--- src/wdog_sup_pkg.sv ---
/*
  Shared constants and types for the supervisor watchdog output block.
  Assumes a 200 MHz clock and a classic Wishbone register master.
*/
package wdog_sup_pkg;

  // ----------------------------------------------------------------------
  // time base
  // ----------------------------------------------------------------------
  localparam int unsigned CLK_MHZ = 200;
  localparam int unsigned TICK_US = 1000;
  localparam int unsigned CYC_PER_TICK = TICK_US * CLK_MHZ;

  // ----------------------------------------------------------------------
  // intervals, in milliseconds (one tick each)
  // ----------------------------------------------------------------------
  localparam int unsigned GRACE_MS = 10000;
  localparam int unsigned BASE_MS = 20;
  localparam int unsigned HOLD_MS = 200;
  localparam int unsigned MAX_MS = 640000;
  localparam int unsigned SCALE_A = 1;

  // ----------------------------------------------------------------------
  // register map (byte addresses) and fields
  // ----------------------------------------------------------------------
  localparam logic [3:0] CTRL_ADDR = 4'h0;
  localparam logic [3:0] STATUS_ADDR = 4'h4;
  localparam logic [3:0] TMO_ADDR = 4'h8;
  localparam int unsigned CTRL_KICK_BIT = 0;
  localparam logic [31:0] RD_ZERO = 32'h0000_0000;

  // ----------------------------------------------------------------------
  // input synchroniser: {uv, enable, sel_hi, sel_lo, man_rst_n, kick}
  // ----------------------------------------------------------------------
  localparam int unsigned N_SYNC = 6;
  localparam logic [5:0] SYNC_RST = 6'h03;

  typedef enum logic [4:0] {
    ST_WAIT  = 5'h01,
    ST_GRACE = 5'h02,
    ST_MON   = 5'h04,
    ST_OFF   = 5'h08,
    ST_FAULT = 5'h10
  } wd_state_e;

  typedef struct packed {
    logic cyc;
    logic stb;
    logic we;
    logic [31:0] adr;
    logic [3:0] sel;
    logic [31:0] dat;
  } wb_req_s;

endpackage : wdog_sup_pkg

--- src/wdog_sup.sv ---
/*
  Watchdog, startup grace interval, manual reset and output priority
  logic of a supply supervisor, with a Wishbone register slave.
  Assumes the undervoltage flag arrives already filtered with hysteresis
  and that all pins are asynchronous to clk_i.
*/
// The implementer's own choices: the Wishbone register port and the placing of the registers.
`timescale 1ns/1ps

module wdog_sup #(
  parameter int unsigned CYC_PER_TICK = wdog_sup_pkg::CYC_PER_TICK,
  parameter int unsigned GRACE_MS = wdog_sup_pkg::GRACE_MS,
  parameter int unsigned BASE_MS = wdog_sup_pkg::BASE_MS,
  parameter int unsigned HOLD_MS = wdog_sup_pkg::HOLD_MS,
  parameter int unsigned SCALE = wdog_sup_pkg::SCALE_A,
  parameter int unsigned SEL_PINS = 2,
  parameter bit HAS_EN_PIN = 1'b0,
  parameter bit HAS_FAULT_OUT = 1'b1,
  parameter bit LATCHED = 1'b0,
  parameter bit CAP_TIMEOUT = 1'b0
) (
  input wire logic clk_i,
  input wire logic rst_i,
  input wire logic ce_i,
  input wire wdog_sup_pkg::wb_req_s wb_i,
  output logic [31:0] wb_dat_o,
  output logic wb_ack_o,
  input wire logic kick_i,
  input wire logic man_rst_n_i,
  input wire logic timeout_select_low_i,
  input wire logic timeout_select_high_i,
  input wire logic wd_enable_i,
  input wire logic uv_i,
  output logic reset_n_o,
  output logic watchdog_fault_n_o
);

  // ----------------------------------------------------------------------
  // elaboration checks
  // ----------------------------------------------------------------------
  if (SEL_PINS < 1 || SEL_PINS > 2) begin : g_bad_sel
    $error("SEL_PINS must be 1 or 2");
  end
  if (SCALE < 1 || SCALE > 7 || CYC_PER_TICK < 1) begin : g_bad_scale
    $error("SCALE must be 1..7 and CYC_PER_TICK nonzero");
  end
  if (CAP_TIMEOUT && GRACE_MS != 0 && GRACE_MS != 10000) begin : g_bad_gr
    $error("capacitor timeout allows grace of 0 or 10000 ms only");
  end

  localparam logic [31:0] MAX_MS = 32'(wdog_sup_pkg::MAX_MS);
  localparam logic [31:0] TICK_LAST = 32'(CYC_PER_TICK - 1);
  localparam logic [31:0] GRACE_LIM = 32'(GRACE_MS);
  localparam logic [31:0] HOLD_LIM = 32'(HOLD_MS);

  // ----------------------------------------------------------------------
  // pin synchronisers
  // ----------------------------------------------------------------------
  localparam int unsigned NS = wdog_sup_pkg::N_SYNC;
  logic [NS-1:0] raw;
  logic [NS-1:0] s1_q;
  logic [NS-1:0] s2_q;
  logic [NS-1:0] s3_q;
  logic [NS-1:0] flt_q;

  assign raw = {uv_i, wd_enable_i, timeout_select_high_i,
                timeout_select_low_i, man_rst_n_i, kick_i};

  // a change counts only once stages two and three agree
  for (genvar b = 0; b < NS; b++) begin : g_sync
    always_ff @(posedge clk_i) begin
      if (rst_i) begin
        s1_q[b] <= wdog_sup_pkg::SYNC_RST[b];
        s2_q[b] <= wdog_sup_pkg::SYNC_RST[b];
        s3_q[b] <= wdog_sup_pkg::SYNC_RST[b];
        flt_q[b] <= wdog_sup_pkg::SYNC_RST[b];
      end else if (ce_i) begin
        s1_q[b] <= raw[b];
        s2_q[b] <= s1_q[b];
        s3_q[b] <= s2_q[b];
        if (s2_q[b] == s3_q[b]) begin
          flt_q[b] <= s3_q[b];
        end
      end
    end
  end

  wire kick_f = flt_q[0];
  wire man_rst_n_f = flt_q[1];
  wire [1:0] sel_f = flt_q[3:2];
  wire en_f = flt_q[4];
  wire uv_f = flt_q[5];

  // ----------------------------------------------------------------------
  // timeout decode
  // ----------------------------------------------------------------------
  function automatic logic [31:0] tmo_calc(input logic [1:0] s);
    logic [4:0] sh;
    logic [63:0] v;
    sh = 5'h00;
    if (SEL_PINS == 1) begin
      sh = s[0] ? 5'(SCALE) : 5'h00;
    end else begin
      unique case (s)
        2'h2: sh = 5'(SCALE);
        2'h3: sh = 5'(SCALE + 1);
        default: sh = 5'h00; // 01 off, or same as 00 with a pin
      endcase
    end
    v = {32'h0000_0000, 32'(BASE_MS)} << sh;
    tmo_calc = (v > {32'h0000_0000, MAX_MS}) ? MAX_MS : v[31:0];
  endfunction : tmo_calc

  logic [31:0] tmo_new;
  logic wd_on;
  assign tmo_new = tmo_calc(sel_f);
  // enable pin alone rules when present
  assign wd_on = HAS_EN_PIN ? en_f : !(SEL_PINS == 2 && sel_f == 2'h1);

  // ----------------------------------------------------------------------
  // time base and register slave
  // ----------------------------------------------------------------------
  logic [31:0] pre_q;
  logic ack_q;
  logic [31:0] rdat_q;
  logic kick_prev_q;
  wire tick = (pre_q == TICK_LAST);

  wire wb_hit = wb_i.cyc & wb_i.stb & ~ack_q;
  wire wb_map = (wb_i.adr[31:4] == 28'h0000000);
  wire [3:0] wb_off = {wb_i.adr[3:2], 2'b00};
  wire soft_kick = wb_i.cyc & wb_i.stb & ack_q & wb_i.we & wb_map &
                   wb_i.sel[0] & (wb_off == wdog_sup_pkg::CTRL_ADDR) &
                   wb_i.dat[wdog_sup_pkg::CTRL_KICK_BIT];
  // pin falling edge, or register kick at its acked edge, counts
  wire kick_ev = (kick_prev_q & ~kick_f) | soft_kick;

  localparam wdog_sup_pkg::wd_state_e ST_WAIT = wdog_sup_pkg::ST_WAIT;
  localparam wdog_sup_pkg::wd_state_e ST_GRACE = wdog_sup_pkg::ST_GRACE;
  localparam wdog_sup_pkg::wd_state_e ST_MON = wdog_sup_pkg::ST_MON;
  localparam wdog_sup_pkg::wd_state_e ST_OFF = wdog_sup_pkg::ST_OFF;
  localparam wdog_sup_pkg::wd_state_e ST_FAULT = wdog_sup_pkg::ST_FAULT;
  wdog_sup_pkg::wd_state_e st_q;
  wdog_sup_pkg::wd_state_e st_d;
  logic rst_act_q;
  logic rst_act_d;
  logic rst_n_q;
  logic wdo_n_q;
  logic [31:0] tmo_q;

  wire [31:0] status = {24'h000000, wd_on, st_q, ~wdo_n_q, ~rst_n_q};
  logic [31:0] rdat_d;
  always_comb begin
    rdat_d = wdog_sup_pkg::RD_ZERO;
    if (wb_map) begin
      unique case (wb_off)
        wdog_sup_pkg::STATUS_ADDR: rdat_d = status;
        wdog_sup_pkg::TMO_ADDR: rdat_d = tmo_q;
        default: rdat_d = wdog_sup_pkg::RD_ZERO;
      endcase
    end
  end

  always_ff @(posedge clk_i) begin
    if (rst_i) begin
      pre_q <= 32'h0000_0000;
      ack_q <= 1'b0;
      rdat_q <= 32'h0000_0000;
      kick_prev_q <= 1'b1;
    end else if (ce_i) begin
      pre_q <= tick ? 32'h0000_0000 : pre_q + 32'h0000_0001;
      ack_q <= wb_hit;
      rdat_q <= rdat_d;
      kick_prev_q <= kick_f;
    end
  end

  // ----------------------------------------------------------------------
  // reset output cause and hold
  // ----------------------------------------------------------------------
  logic [31:0] rhold_q;
  logic [31:0] rhold_d;
  wire rst_cause = uv_f | ~man_rst_n_f;

  always_comb begin
    rst_act_d = rst_act_q;
    rhold_d = rhold_q;
    if (rst_cause) begin
      rst_act_d = 1'b1;
      rhold_d = 32'h0000_0000;
    end else if (rst_act_q) begin
      if (LATCHED || rhold_q >= HOLD_LIM) begin
        rst_act_d = 1'b0; // latch frees at hold end, or once its cause clears when LATCHED
      end else if (tick) begin
        rhold_d = rhold_q + 32'h0000_0001;
      end
    end
  end

  // ----------------------------------------------------------------------
  // watchdog sequencer
  // ----------------------------------------------------------------------
  logic [31:0] cnt_q;
  logic [31:0] cnt_d;
  logic [31:0] tmo_d;
  wire [31:0] cnt_inc = tick ? cnt_q + 32'h0000_0001 : cnt_q;

  always_comb begin
    st_d = st_q;
    cnt_d = cnt_inc;
    tmo_d = tmo_q;
    if (rst_act_d) begin
      st_d = ST_WAIT; // reset drops any fault and parks the dog
      cnt_d = 32'h0000_0000;
    end else begin
      unique case (st_q)
        ST_WAIT: begin
          st_d = wd_on ? ST_GRACE : ST_OFF;
          cnt_d = 32'h0000_0000;
        end
        ST_GRACE: begin
          if (!wd_on) begin
            st_d = ST_OFF;
            cnt_d = 32'h0000_0000;
          end else if (kick_ev) begin
            st_d = ST_MON;
            cnt_d = 32'h0000_0000;
            tmo_d = tmo_new;
          end else if (cnt_q >= GRACE_LIM) begin
            st_d = ST_FAULT;
            cnt_d = 32'h0000_0000;
          end
        end
        ST_MON: begin
          if (!wd_on) begin
            st_d = ST_OFF;
            cnt_d = 32'h0000_0000;
          end else if (kick_ev || tmo_new != tmo_q) begin
            cnt_d = 32'h0000_0000;
            tmo_d = tmo_new;
          end else if (cnt_q >= tmo_q) begin
            st_d = ST_FAULT;
            cnt_d = 32'h0000_0000;
          end
        end
        ST_OFF: begin
          cnt_d = 32'h0000_0000;
          if (wd_on) begin
            st_d = ST_MON; // straight to a window, no grace
            tmo_d = tmo_new;
          end
        end
        ST_FAULT: begin
          if (!wd_on) begin
            st_d = ST_OFF; // a disabled dog shows no fault
          end else if (LATCHED ? kick_ev : (cnt_q >= HOLD_LIM)) begin
            st_d = ST_GRACE;
            cnt_d = 32'h0000_0000;
          end
        end
        default: begin
          st_d = ST_WAIT;
          cnt_d = 32'h0000_0000;
        end
      endcase
    end
  end

  // fault shares the reset pin when there is no separate one
  wire fault_d = (st_d == ST_FAULT);
  wire rst_n_d = ~(rst_act_d | (fault_d & ~HAS_FAULT_OUT));
  wire wdo_n_d = ~(fault_d & HAS_FAULT_OUT);

  always_ff @(posedge clk_i) begin
    if (rst_i) begin
      st_q <= ST_WAIT;
      cnt_q <= 32'h0000_0000;
      tmo_q <= 32'(BASE_MS);
      rst_act_q <= 1'b1; // power-up holds reset for the hold time, or for one clock when LATCHED
      rhold_q <= 32'h0000_0000;
      rst_n_q <= 1'b0;
      wdo_n_q <= 1'b1;
    end else if (ce_i) begin
      st_q <= st_d;
      cnt_q <= cnt_d;
      tmo_q <= tmo_d;
      rst_act_q <= rst_act_d;
      rhold_q <= rhold_d;
      rst_n_q <= rst_n_d;
      wdo_n_q <= wdo_n_d;
    end
  end

  assign reset_n_o = rst_n_q;
  assign watchdog_fault_n_o = wdo_n_q;
  assign wb_ack_o = ack_q;
  assign wb_dat_o = rdat_q;
endmodule : wdog_sup

--- config.mk ---
export PLATFORM = sky130hd
export DESIGN_NAME = wdog_sup
export DESIGN_NICKNAME = d
export VERILOG_FILES = /design/src/wdog_sup_pkg.sv /design/src/wdog_sup.sv
export SDC_FILE = /design/constraint.sdc
export NUM_CORES = 1
export LEC_CHECK = 0
export BUFFER_PORTS_ARGS = -buffer_cell sky130_fd_sc_hd__buf_2
export CAP_MARGIN = 30
export CORE_UTILIZATION = 60
export CTS_CLUSTER_DIAMETER = 200
export DETAILED_ROUTE_END_ITERATION = 8
export GPL_ROUTABILITY_DRIVEN = 0
export HOLD_SLACK_MARGIN = 0.1
export PLACE_DENSITY = 0.88
export SLEW_MARGIN = 5
export SYNTH_ARGS = -nofsm -noshare
export SYNTH_HDL_FRONTEND = slang
export SYNTH_SLANG_ARGS = --single-unit
--- constraint.sdc ---
create_clock -name clk_i -period 4.5 [get_ports clk_i]
set_input_delay 0.675 -clock clk_i [delete_from_list [all_inputs] [get_ports clk_i]]
set_output_delay 0.675 -clock clk_i [all_outputs]
set_load 0.05 [all_outputs]
==> flow_metrics.tcl, run 1 <==
set metrics [dict create \
    worstPathArrival_ns 3.42 \
    syn_avg_cell_area_um2 8.19 \
    p_per_area_nw_per_um2 351 \
    post_cts_buffers 0 \
    synthTopCellsByCount "139 x dfxtp_1, 92 x nor2_1, 75 x nand2_1, 48 x nand3_1, 41 x nand4_1" \
    hpwl_mm 10.7 \
    reg2reg_from "cnt_q[19]$_SDFFE_PP0P_" \
    drive_gt1_share_pct 11.4 \
    drt-total-wl_mm 16.0 \
    path_max_fanout 19 \
    fillers 869 \
    hold_depth 3 \
    seq_area_um2 2780 \
    cts.sinks 139 \
    path_clk_slew_ns 0.06 \
    wl_per_cell_um 15.1 \
    vias 6493 \
    root_buffer "clkbuf_16" \
    area_growth_pct 12.2 \
    end_kind "flip-flop" \
    syn-instance-count 869 \
    drc 0 \
    use_met2_pct 44.4 \
    hold_end "s1_q[0]$_SDFFE_PP1P_" \
    setup_viol 0 \
    hold_start "kick_i" \
    worstRegToRegCells 8 \
    max_slew_margin_pct 32.8 \
    cts_buffers 17 \
    synth_seq_cells 139 \
    cap_violations 0 \
    hold_slack_ns 0.465 \
    grt_use_total_pct 26.8 \
    cts_tree "done" \
    syn-cell-area_um2 7120 \
    use_met3_pct 4.98 \
    rsz0062_at_grt "false" \
    cp.required_ns 4.82 \
    min_path_type "input pin to flip-flop" \
    die_x_um 111 \
    post-route-period-util_pct 68.9 \
    met1_usage_pct 33.2 \
    critPathKind "flip-flop to flip-flop" \
    grt_busiest_layer "met2" \
    hold_buffers 0 \
    startpoint_type "flip-flop" \
    synth_area_leaders "dfxtp_1 39%, nor2_1 4.9%, nand2_1 4.0%" \
    ir_drop_mv 0.571 \
    multiInputGateArea_um2 3960 \
    rows 39 \
    r2r_slack_ns 1.40 \
    grt_overflow 0 \
    final-hold-violation-count 0 \
    ys_warn_count 0 \
    vias_per_cell 6.10 \
    die_area_um2 12300 \
    drtPass1Iterations 6 \
    fin_util_pct 69.6 \
    grt_pass1_vias 6154 \
    drv_slew 0 \
    leakagePower_nw 3.07 \
    htree_levels 4 \
    async_reset_ff_share_pct 0 \
    yosys_most_used_dff "dfxtp_1" \
    ios 115 \
    status "completed" \
    fin_crit_ns 3.10 \
    initial_utilization_pct 62.1 \
    max_freq_mhz 323 \
    finalNetCount 1002 \
    r2r-end "cnt_q[5]$_SDFFE_PP0P_" \
    port_buffers 53 \
    design.core.area_um2 11500 \
    clk_latency_ns 0.43 \
    grt_max_degree 42 \
    yosysMostFrequentCell "dfxtp_1" \
    ys_seq_area_share_pct 39.1 \
    cts_resized 0 \
    clock_skew_ns 0.00801 \
    synth_edf_count 0 \
    clk_path_buf_depth 2 \
    diodes 0 \
    die_h_um 111 \
    antenna_left 0 \
    grt_antenna_before_repair 0 \
    fin_tns_setup_ns 0 \
    worst_pin_slew_ns 0.999 \
    yosys.area.top_type_share_pct 39.1 \
    drt-initial-drc-count 556 \
    yosysUniqueCellTypes 63 \
    grt_pass1_wl_mm 27.5 \
    yosys.area.top_type "dfxtp_1" \
]
[per-stage QoR]
step / power [mW] / worst slack [ns] / instances / instance area [µm²]
after floorplan: 1.38 / 2.01 / 892 / 7200
after global routing: 2.88 / 1.25 / 1064 / 7980
after CTS: 2.82 / 1.49 / 1064 / 7980
final: 2.80 / 1.40 / 1064 / 7980
after global placement: 1.39 / 1.25 / 1030 / 7350
after detailed placement: 1.40 / 1.36 / 1032 / 7380
[metal layers]
metal | wire length, µm | share of wire (%)
met1 | 7010 | 44
met2 | 7790 | 49
met3 | 838 | 5.2
met4 | 408 | 2.5
met5 | 0 | 0
[logic make-up (layout without fill, tap and decap cells)]
logic type,Yosys count,in the layout,share of synthesized area [%]
AND/OR/NAND/NOR,398,398,28.8
AO/OA/AOI/OAI,161,161,15.3
flip-flops,139,139,39.1
buffers and inverters,97,126,6.72
XOR/XNOR,38,38,4.68
multiplexers,21,21,2.95
adder cells (fa/ha/maj),14,14,2.46
other,1,24,0.0527
[worst max-delay path, stage by stage, from the launching register on]
cell and delay [ns]:
dfxtp_1 0.37, nor4_1 0.32, nand3_1 0.29, or4_1 0.56, or4_1 0.47, o211ai_2 0.20, buf_8 0.23, nand2_4 0.15
o41ai_1 0.39
[flip-flops by register name (all words and copies together), names as in the netlist, 2 cells and up]
signal / count
cnt_q: 32
pre_q: 32
rhold_q: 32
wb_dat_o: 8
s1_q: 5
s2_q: 5
s3_q: 5
st_q: 5
tmo_q: 5
flt_q: 2
[placed cells by master, fill, tap and decap left out, types with 8 or more instances in the layout]
cell type,n
conb_1,24
and2_1,20
a31oi_1,11
xor2_1,28
o41ai_1,9
o21ai_0,35
ha_1,14
mux2i_1,21
inv_1,33
nand3_1,48
nor3_1,26
or3_1,8
buf_2,53
nand2b_1,8
nand2_1,75
dfxtp_1,139
a22oi_1,14
xnor2_1,10
nor2_1,91
and3_1,10
clkbuf_16,17
nand4_1,41
nor4_1,33
a21oi_1,38
[where the power goes]
group,internal [mW],total (mW),switching [mW]
clock,0.893,1.43,0.542
sequential,1.24,1.25,0.00681
combinational,0.0310,0.124,0.0934
total,2.16,2.80,0.642
[cell type report]
cell class / count / area share, %
clock inverters: 12 / 2.01
flip-flops and latches: 139 / 34.9
clock buffers: 20 / 5.59
inverters: 33 / 1.55
well taps: 143 / 2.24
multi-input cells: 656 / 49.6
repair buffers: 61 / 4.17
[worst max-delay path by stage]
stage | start | to | depth (start not counted)
2_1_floorplan | wb_i[56] | tmo_q[4]$_SDFFE_PP1P_ | 7
4_1_cts | st_q[4]$_SDFFE_PP0P_ | cnt_q[5]$_SDFFE_PP0P_ | 8
5_1_grt | cnt_q[19]$_SDFFE_PP0P_ | cnt_q[27]$_SDFFE_PP0P_ | 8
3_5_place_dp | wb_i[64] | tmo_q[4]$_SDFFE_PP1P_ | 8
3_3_place_gp | wb_i[38] | cnt_q[30]$_SDFFE_PP0P_ | 9
6_report | cnt_q[19]$_SDFFE_PP0P_ | cnt_q[5]$_SDFFE_PP0P_ | 8
(Power assumes the default switching activity.)
==> run 2: changes to the inputs <==
Settings changed: CORE_UTILIZATION 60 to 57, PLACE_DENSITY 0.88 to 0.84.
Clock period 4.5 ns to 3.1 ns, I/O delays scaled along.
==> run 2 against run 1 <==
Effect of this change:
- register-to-register slack lost 1.2 ns
- sequential share of layout area shrank 0.81 points
- design area grew 2.4%
- critical endpoint is now cnt_q[29]$_SDFFE_PP0P_
- largest cell class unchanged
- largest power group unchanged
==> flow_metrics.tcl, run 2 (synthesis results as in run 1) <==
set metrics [dict create \
    final-hold-violation-count 0 \
    fin_tns_setup_ns 0 \
    port_buffers 53 \
    hold_depth 3 \
    die_h_um 114 \
    post-route-period-util_pct 92.6 \
    antenna_left 0 \
    cts_buffers 17 \
    rows 40 \
    p_per_area_nw_per_um2 508 \
    post_cts_buffers 0 \
    grt_antenna_before_repair 0 \
    vias_per_cell 5.90 \
    dp_slack_ns 0.144 \
    root_buffer "clkbuf_16" \
    rsz0062_at_grt "false" \
    setup_viol 0 \
    min_path_type "input pin to flip-flop" \
    leakagePower_nw 3.16 \
    r2r_slack_ns 0.23 \
    layout_common_cells "139 x dfxtp_1, 91 x nor2_1, 75 x nand2_1, 53 x buf_2, 48 x nand3_1" \
    fin_crit_ns 2.87 \
    reg2reg_from "cnt_q[14]$_SDFFE_PP0P_" \
    area_growth_pct 14.9 \
    status "completed" \
    setup_ws_ns 0.229 \
    initial_utilization_pct 58.7 \
    drtPass1Iterations 8 \
    design.core.area_um2 12100 \
    worstRegToRegCells 7 \
    ios 115 \
    final_common_cell "dfxtp_1" \
    grt_max_degree 39 \
    hpwl_mm 10.7 \
    wl_per_cell_um 14.5 \
    cap_violations 0 \
    die_x_um 114 \
    finalNetCount 1020 \
    place_area_um2 7540 \
    worst_pin_slew_ns 0.752 \
    postLayoutCellArea_um2 8170 \
    grt_use_total_pct 26.1 \
    cts_tree "done" \
    drt-initial-drc-count 492 \
    r2r-end "cnt_q[29]$_SDFFE_PP0P_" \
    clock_skew_ns 0.0112 \
    die_area_um2 12900 \
    worstPathArrival_ns 3.19 \
    startpoint_type "flip-flop" \
    drv_slew 0 \
    hold_slack_ns 0.253 \
    grt_pass1_wl_mm 27.3 \
    vias 6526 \
    max_freq_mhz 348 \
    ir_drop_mv 0.393 \
    power_mw 4.15 \
    max_slew_margin_pct 49.4 \
    grt_pass1_vias 6004 \
    critPathKind "flip-flop to flip-flop" \
    grt_overflow 0 \
    path_clk_slew_ns 0.07 \
    clk_path_buf_depth 2 \
    drive_gt1_share_pct 13.3 \
    end_kind "flip-flop" \
    placedCellCount 1075 \
    path_max_fanout 14 \
    drc 0 \
    cts.sinks 139 \
    htree_levels 4 \
    hold_end "s1_q[0]$_SDFFE_PP1P_" \
    hold_start "kick_i" \
    diodes 0 \
    cp.required_ns 3.42 \
    stdcell_count 1107 \
    fin_util_pct 67.5 \
    largest_registers "cnt_q x32, pre_q x32, rhold_q x32" \
    drt-total-wl_mm 16.1 \
    clk_latency_ns 0.43 \
]
==> run 2: cell types whose count changed in the layout (fill, tap and decap cells not counted), moves of 2 or more <==
cell and change:
buf_4 +18, clkbuf_1 -2, clkinv_2 -2, inv_8 +3
==> run 2: timing repair <==
| action | in CTS | in global routing |
|---|---|---|
| gates resized for setup | 0 | 2 |
| endpoints found under the setup margin | 0 | 3 |
| hold buffers | 0 | 0 |
==> run 2: critical path, stage by stage, from the launching register on <==
cell      delay (ns)
dfxtp_1         0.38
nor4_1          0.44
nand2_1         0.15
or4_1           0.48
or4_1           0.49
o211ai_4        0.20
nand2_4         0.20
o41ai_1         0.41
==> run 2: area by class of cell <==
cell class                 instances  area [µm²]
clock buffer                      17         425
multi-input combinational        656        3970
inverter                          33         124
timing repair buffer              79         464
tap                              168         210
clock inverter                    15         200
sequential                       139        2780
fill                            1017        3940
==> run 2: power by group <==
group          leakage (nW)  internal, mW  switching, mW
sequential             1.12          1.80        0.00985
clock                 0.302          1.30          0.861
combinational          1.73        0.0471          0.136
total                  3.16          3.14           1.01
==> run 2: worst max path at each step <==
stage                                      start                       end  cells past startpoint
after floorplan            pre_q[0]$_SDFFE_PP0P_  rhold_q[15]$_SDFFE_PP0P_                      9
after global placement    cnt_q[14]$_SDFFE_PP0P_    cnt_q[22]$_SDFFE_PP0P_                      8
after detailed placement  cnt_q[14]$_SDFFE_PP0P_    cnt_q[16]$_SDFFE_PP0P_                      8
after CTS                 cnt_q[14]$_SDFFE_PP0P_    cnt_q[16]$_SDFFE_PP0P_                      8
after global routing      cnt_q[14]$_SDFFE_PP0P_    cnt_q[16]$_SDFFE_PP0P_                      8
final                     cnt_q[14]$_SDFFE_PP0P_    cnt_q[29]$_SDFFE_PP0P_                      7
==> run 2: per-layer routing <==
layer  up-vias  global-route usage [%]  wire, µm  share of wire, %
met5         -                       0         0                 0
met4         0                    11.5       240               1.5
met2       185                    43.1      7750                48
li1       3223                       -         -                 -
met1      3090                    32.4      7270                45
met3        28                    6.06       820               5.1
==> run 3: changes to the inputs <==
Settings changed: ABC_AREA set to 1, CORE_UTILIZATION 57 to 58, PLACE_DENSITY 0.84 to 0.85, REMOVE_ABC_BUFFERS set to 1, SKIP_CTS_REPAIR_TIMING set to 1.
==> run 3 against run 2 <==
Effect of this change:
- clock skew is 0.0037 ns lower
- synthesized area is 16% higher
- combinational power is 39% higher
==> flow_metrics.tcl, run 3 <==
set metrics [dict create \
    status "completed" \
    syn-instance-count 1307 \
    yosys.area.top_type_share_pct 33.8 \
    drv_slew 0 \
    vias_per_cell 5.41 \
    ir_drop_mv 0.381 \
    grt_antenna_before_repair 0 \
    area_growth_pct 11.2 \
    yosysUniqueCellTypes 45 \
    yosys.area_share.simple_pct 39.3 \
    worst_path_max_delay_cell "nor2_4" \
    grt_overflow 0 \
    finalNetCount 1438 \
    cap_violations 0 \
    critPathKind "flip-flop to flip-flop" \
    worst_pin_slew_ns 0.794 \
    grt_max_degree 92 \
    setup_ws_ns 0.779 \
    design.core.area_um2 13900 \
    synth_area_leaders "dfxtp_1 34%, nand2_1 15%, nor2_1 9.1%" \
    layout_common_cells "328 x nand2_1, 199 x nor2_1, 157 x inv_1, 139 x dfxtp_1, 111 x nand3_1" \
    dp_slack_ns 0.792 \
    end_kind "flip-flop" \
    hpwl_mm 13.4 \
    setup_viol 0 \
    ios 115 \
    max_freq_mhz 431 \
    startpoint_type "flip-flop" \
    synth_top_family_by_area "simple AND/OR/NAND/NOR gates" \
    final_common_cell "nand2_1" \
    cts_tree "done" \
    yosys.area.top_type "dfxtp_1" \
    slowest_delay_ns 0.42 \
    drc 0 \
    ys_seq_area_share_pct 33.8 \
    largest_registers "cnt_q x32, pre_q x32, rhold_q x32" \
    grt_use_total_pct 28.1 \
    cts.sinks 139 \
    worstPathArrival_ns 2.63 \
    clockPowerShare_pct 50.7 \
    post-route-period-util_pct 74.9 \
    cp.required_ns 3.41 \
    rsz0062_at_grt "false" \
    antenna_left 0 \
    die_h_um 121 \
    syn_avg_cell_area_um2 6.29 \
    ys_warn_count 0 \
    synthAdderAreaFrac_pct 2.13 \
    path_max_fanout 23 \
    clk_latency_ns 0.42 \
    p_seq_share_pct 43.3 \
    swShare_pct 23.8 \
    rows 43 \
    cts_buffers 17 \
    async_reset_ff_share_pct 0 \
    drtPass1Iterations 5 \
    drt-initial-drc-count 624 \
    synth_edf_count 0 \
    final-hold-violation-count 0 \
    fin_crit_ns 2.32 \
    synth_compound_area_share_pct 9.81 \
    max_slew_margin_pct 47.0 \
    power.switching_mw 1.00 \
    root_buffer "clkbuf_16" \
    drive_gt1_share_pct 8.92 \
    die_area_um2 14700 \
    synthXorXnorAreaFrac_pct 2.88 \
    drt-total-wl_mm 19.4 \
    fin_tns_setup_ns 0 \
    min_path_type "input pin to flip-flop" \
    clock_skew_ns 0.00750 \
    vias 8317 \
    port_buffers 53 \
    synth.area.mux_share_pct 0 \
    leakagePower_nw 3.70 \
    die_x_um 121 \
    combPwrFrac_pct 6.0 \
    grt_pass1_vias 7736 \
    htree_levels 4 \
    path_clk_slew_ns 0.06 \
    syn-cell-area_um2 8220 \
    clk_path_buf_depth 2 \
    yosys_most_used_dff "dfxtp_1" \
    yosysMostFrequentCell "nand2_1" \
    crit_top_cell "nand2_1" \
    diodes 0 \
    synth_seq_cells 139 \
    internal-power_mw 3.21 \
    synthTopCellsByCount "328 x nand2_1, 199 x nor2_1, 157 x inv_1, 139 x dfxtp_1, 111 x nand3_1" \
    grt_pass1_wl_mm 33.7 \
    initial_utilization_pct 59.2 \
    fillers 1252 \
    p_per_area_nw_per_um2 461 \
    cp_cell_sequence "ha_1 > inv_1 > nor2_4 > nand2_1 > nor2_1 > nand4_1 > nand2_1 > nand2_1 > nor2_4 > inv_1 > o21bai_1 > a21oi_1" \
    wl_per_cell_um 12.6 \
]
## run 3: cell types whose count changed after synthesis, moves of 14 or more
cell,before,now
nand4_1,41,24
and2_1,20,0
nand2_1,75,328
a22oi_1,14,0
inv_1,33,157
nand3_1,48,111
o21ai_0,35,51
nor3_1,27,47
a21oi_1,38,75
nor4_1,34,4
nor2_1,92,199
mux2i_1,21,0
## run 3: critical path, delay by kind of cell (launching register included)
| family | cells | cell delay (ns) |
|---|---|---|
| compound gates | 2 | 0.22 |
| simple gates | 7 | 1.16 |
| fa+ha+maj | 1 | 0.18 |
| buf+inv | 2 | 0.29 |
| flops | 1 | 0.36 |
## run 3: area by class of cell
type                            count  area (µm²)  share of cell area, %
Multi-Input combinational cell    961        4540                   49.6
Clock buffer                       20         467                   5.10
Sequential cell                   139        2780                   30.4
Inverter                          159         597                   6.53
Timing Repair Buffer               66         375                   4.11
Tap cell                          180         225                   2.46
Clock inverter                     12         160                   1.75
## run 3: per-layer routing
layer,up-vias,share of wire [%],GRT usage (%)
li1,4209,-,-
met5,-,0,0
met4,0,1.9,10.9
met1,3787,43,33.8
met3,41,6.2,5.50
met2,280,49,49.0
## run 3: worst paths after layout
check / start / end / slack [ns] / cells past startpoint
hold reg to reg: rhold_q[8]$_SDFFE_PP0P_ / rhold_q[8]$_SDFFE_PP0P_ / 0.44 / 2
setup / recovery: pre_q[1]$_SDFFE_PP0P_ / rhold_q[2]$_SDFFE_PP0P_ / 0.78 / 12
hold / removal: timeout_select_low_i / s1_q[2]$_SDFFE_PP0P_ / 0.28 / 3
setup reg to reg: pre_q[1]$_SDFFE_PP0P_ / rhold_q[2]$_SDFFE_PP0P_ / 0.78 / 12
## run 3: stage by stage
| stage | utilization [%] | cells | power, mW | hold WS [ns] | instance area [µm²] |
|---|---|---|---|---|---|
| after floorplan | - | 1259 | 2.02 | 0.421 | 7920 |
| after global placement | 61.2 | 1504 | 2.11 | 0.431 | 8500 |
| after detailed placement | 61.2 | 1504 | 2.11 | 0.434 | 8500 |
| after CTS | 65.7 | 1536 | 4.23 | 0.265 | 9120 |
| after global routing | 65.9 | 1537 | 4.35 | 0.267 | 9140 |
| final | 65.9 | 1537 | 4.21 | 0.276 | 9140 |
## run 3: cell families after synthesis
logic type / after synthesis
AO/OA/AOI/OAI: 150
XOR/XNOR: 27
adder cells (fa/ha/maj): 14
buffers and inverters: 230
flip-flops: 139
other: 1
AND/OR/NAND/NOR: 746
## run 3: power by group through the flow
stage | sequential, mW | clock, mW | combinational [mW]
finish | 1.82 | 2.13 | 0.255
global route | 1.82 | 2.24 | 0.281
CTS | 1.82 | 2.16 | 0.250
detailed placement | 1.86 | 0 | 0.248
global placement | 1.86 | 0 | 0.245
floorplan | 1.86 | 0 | 0.154
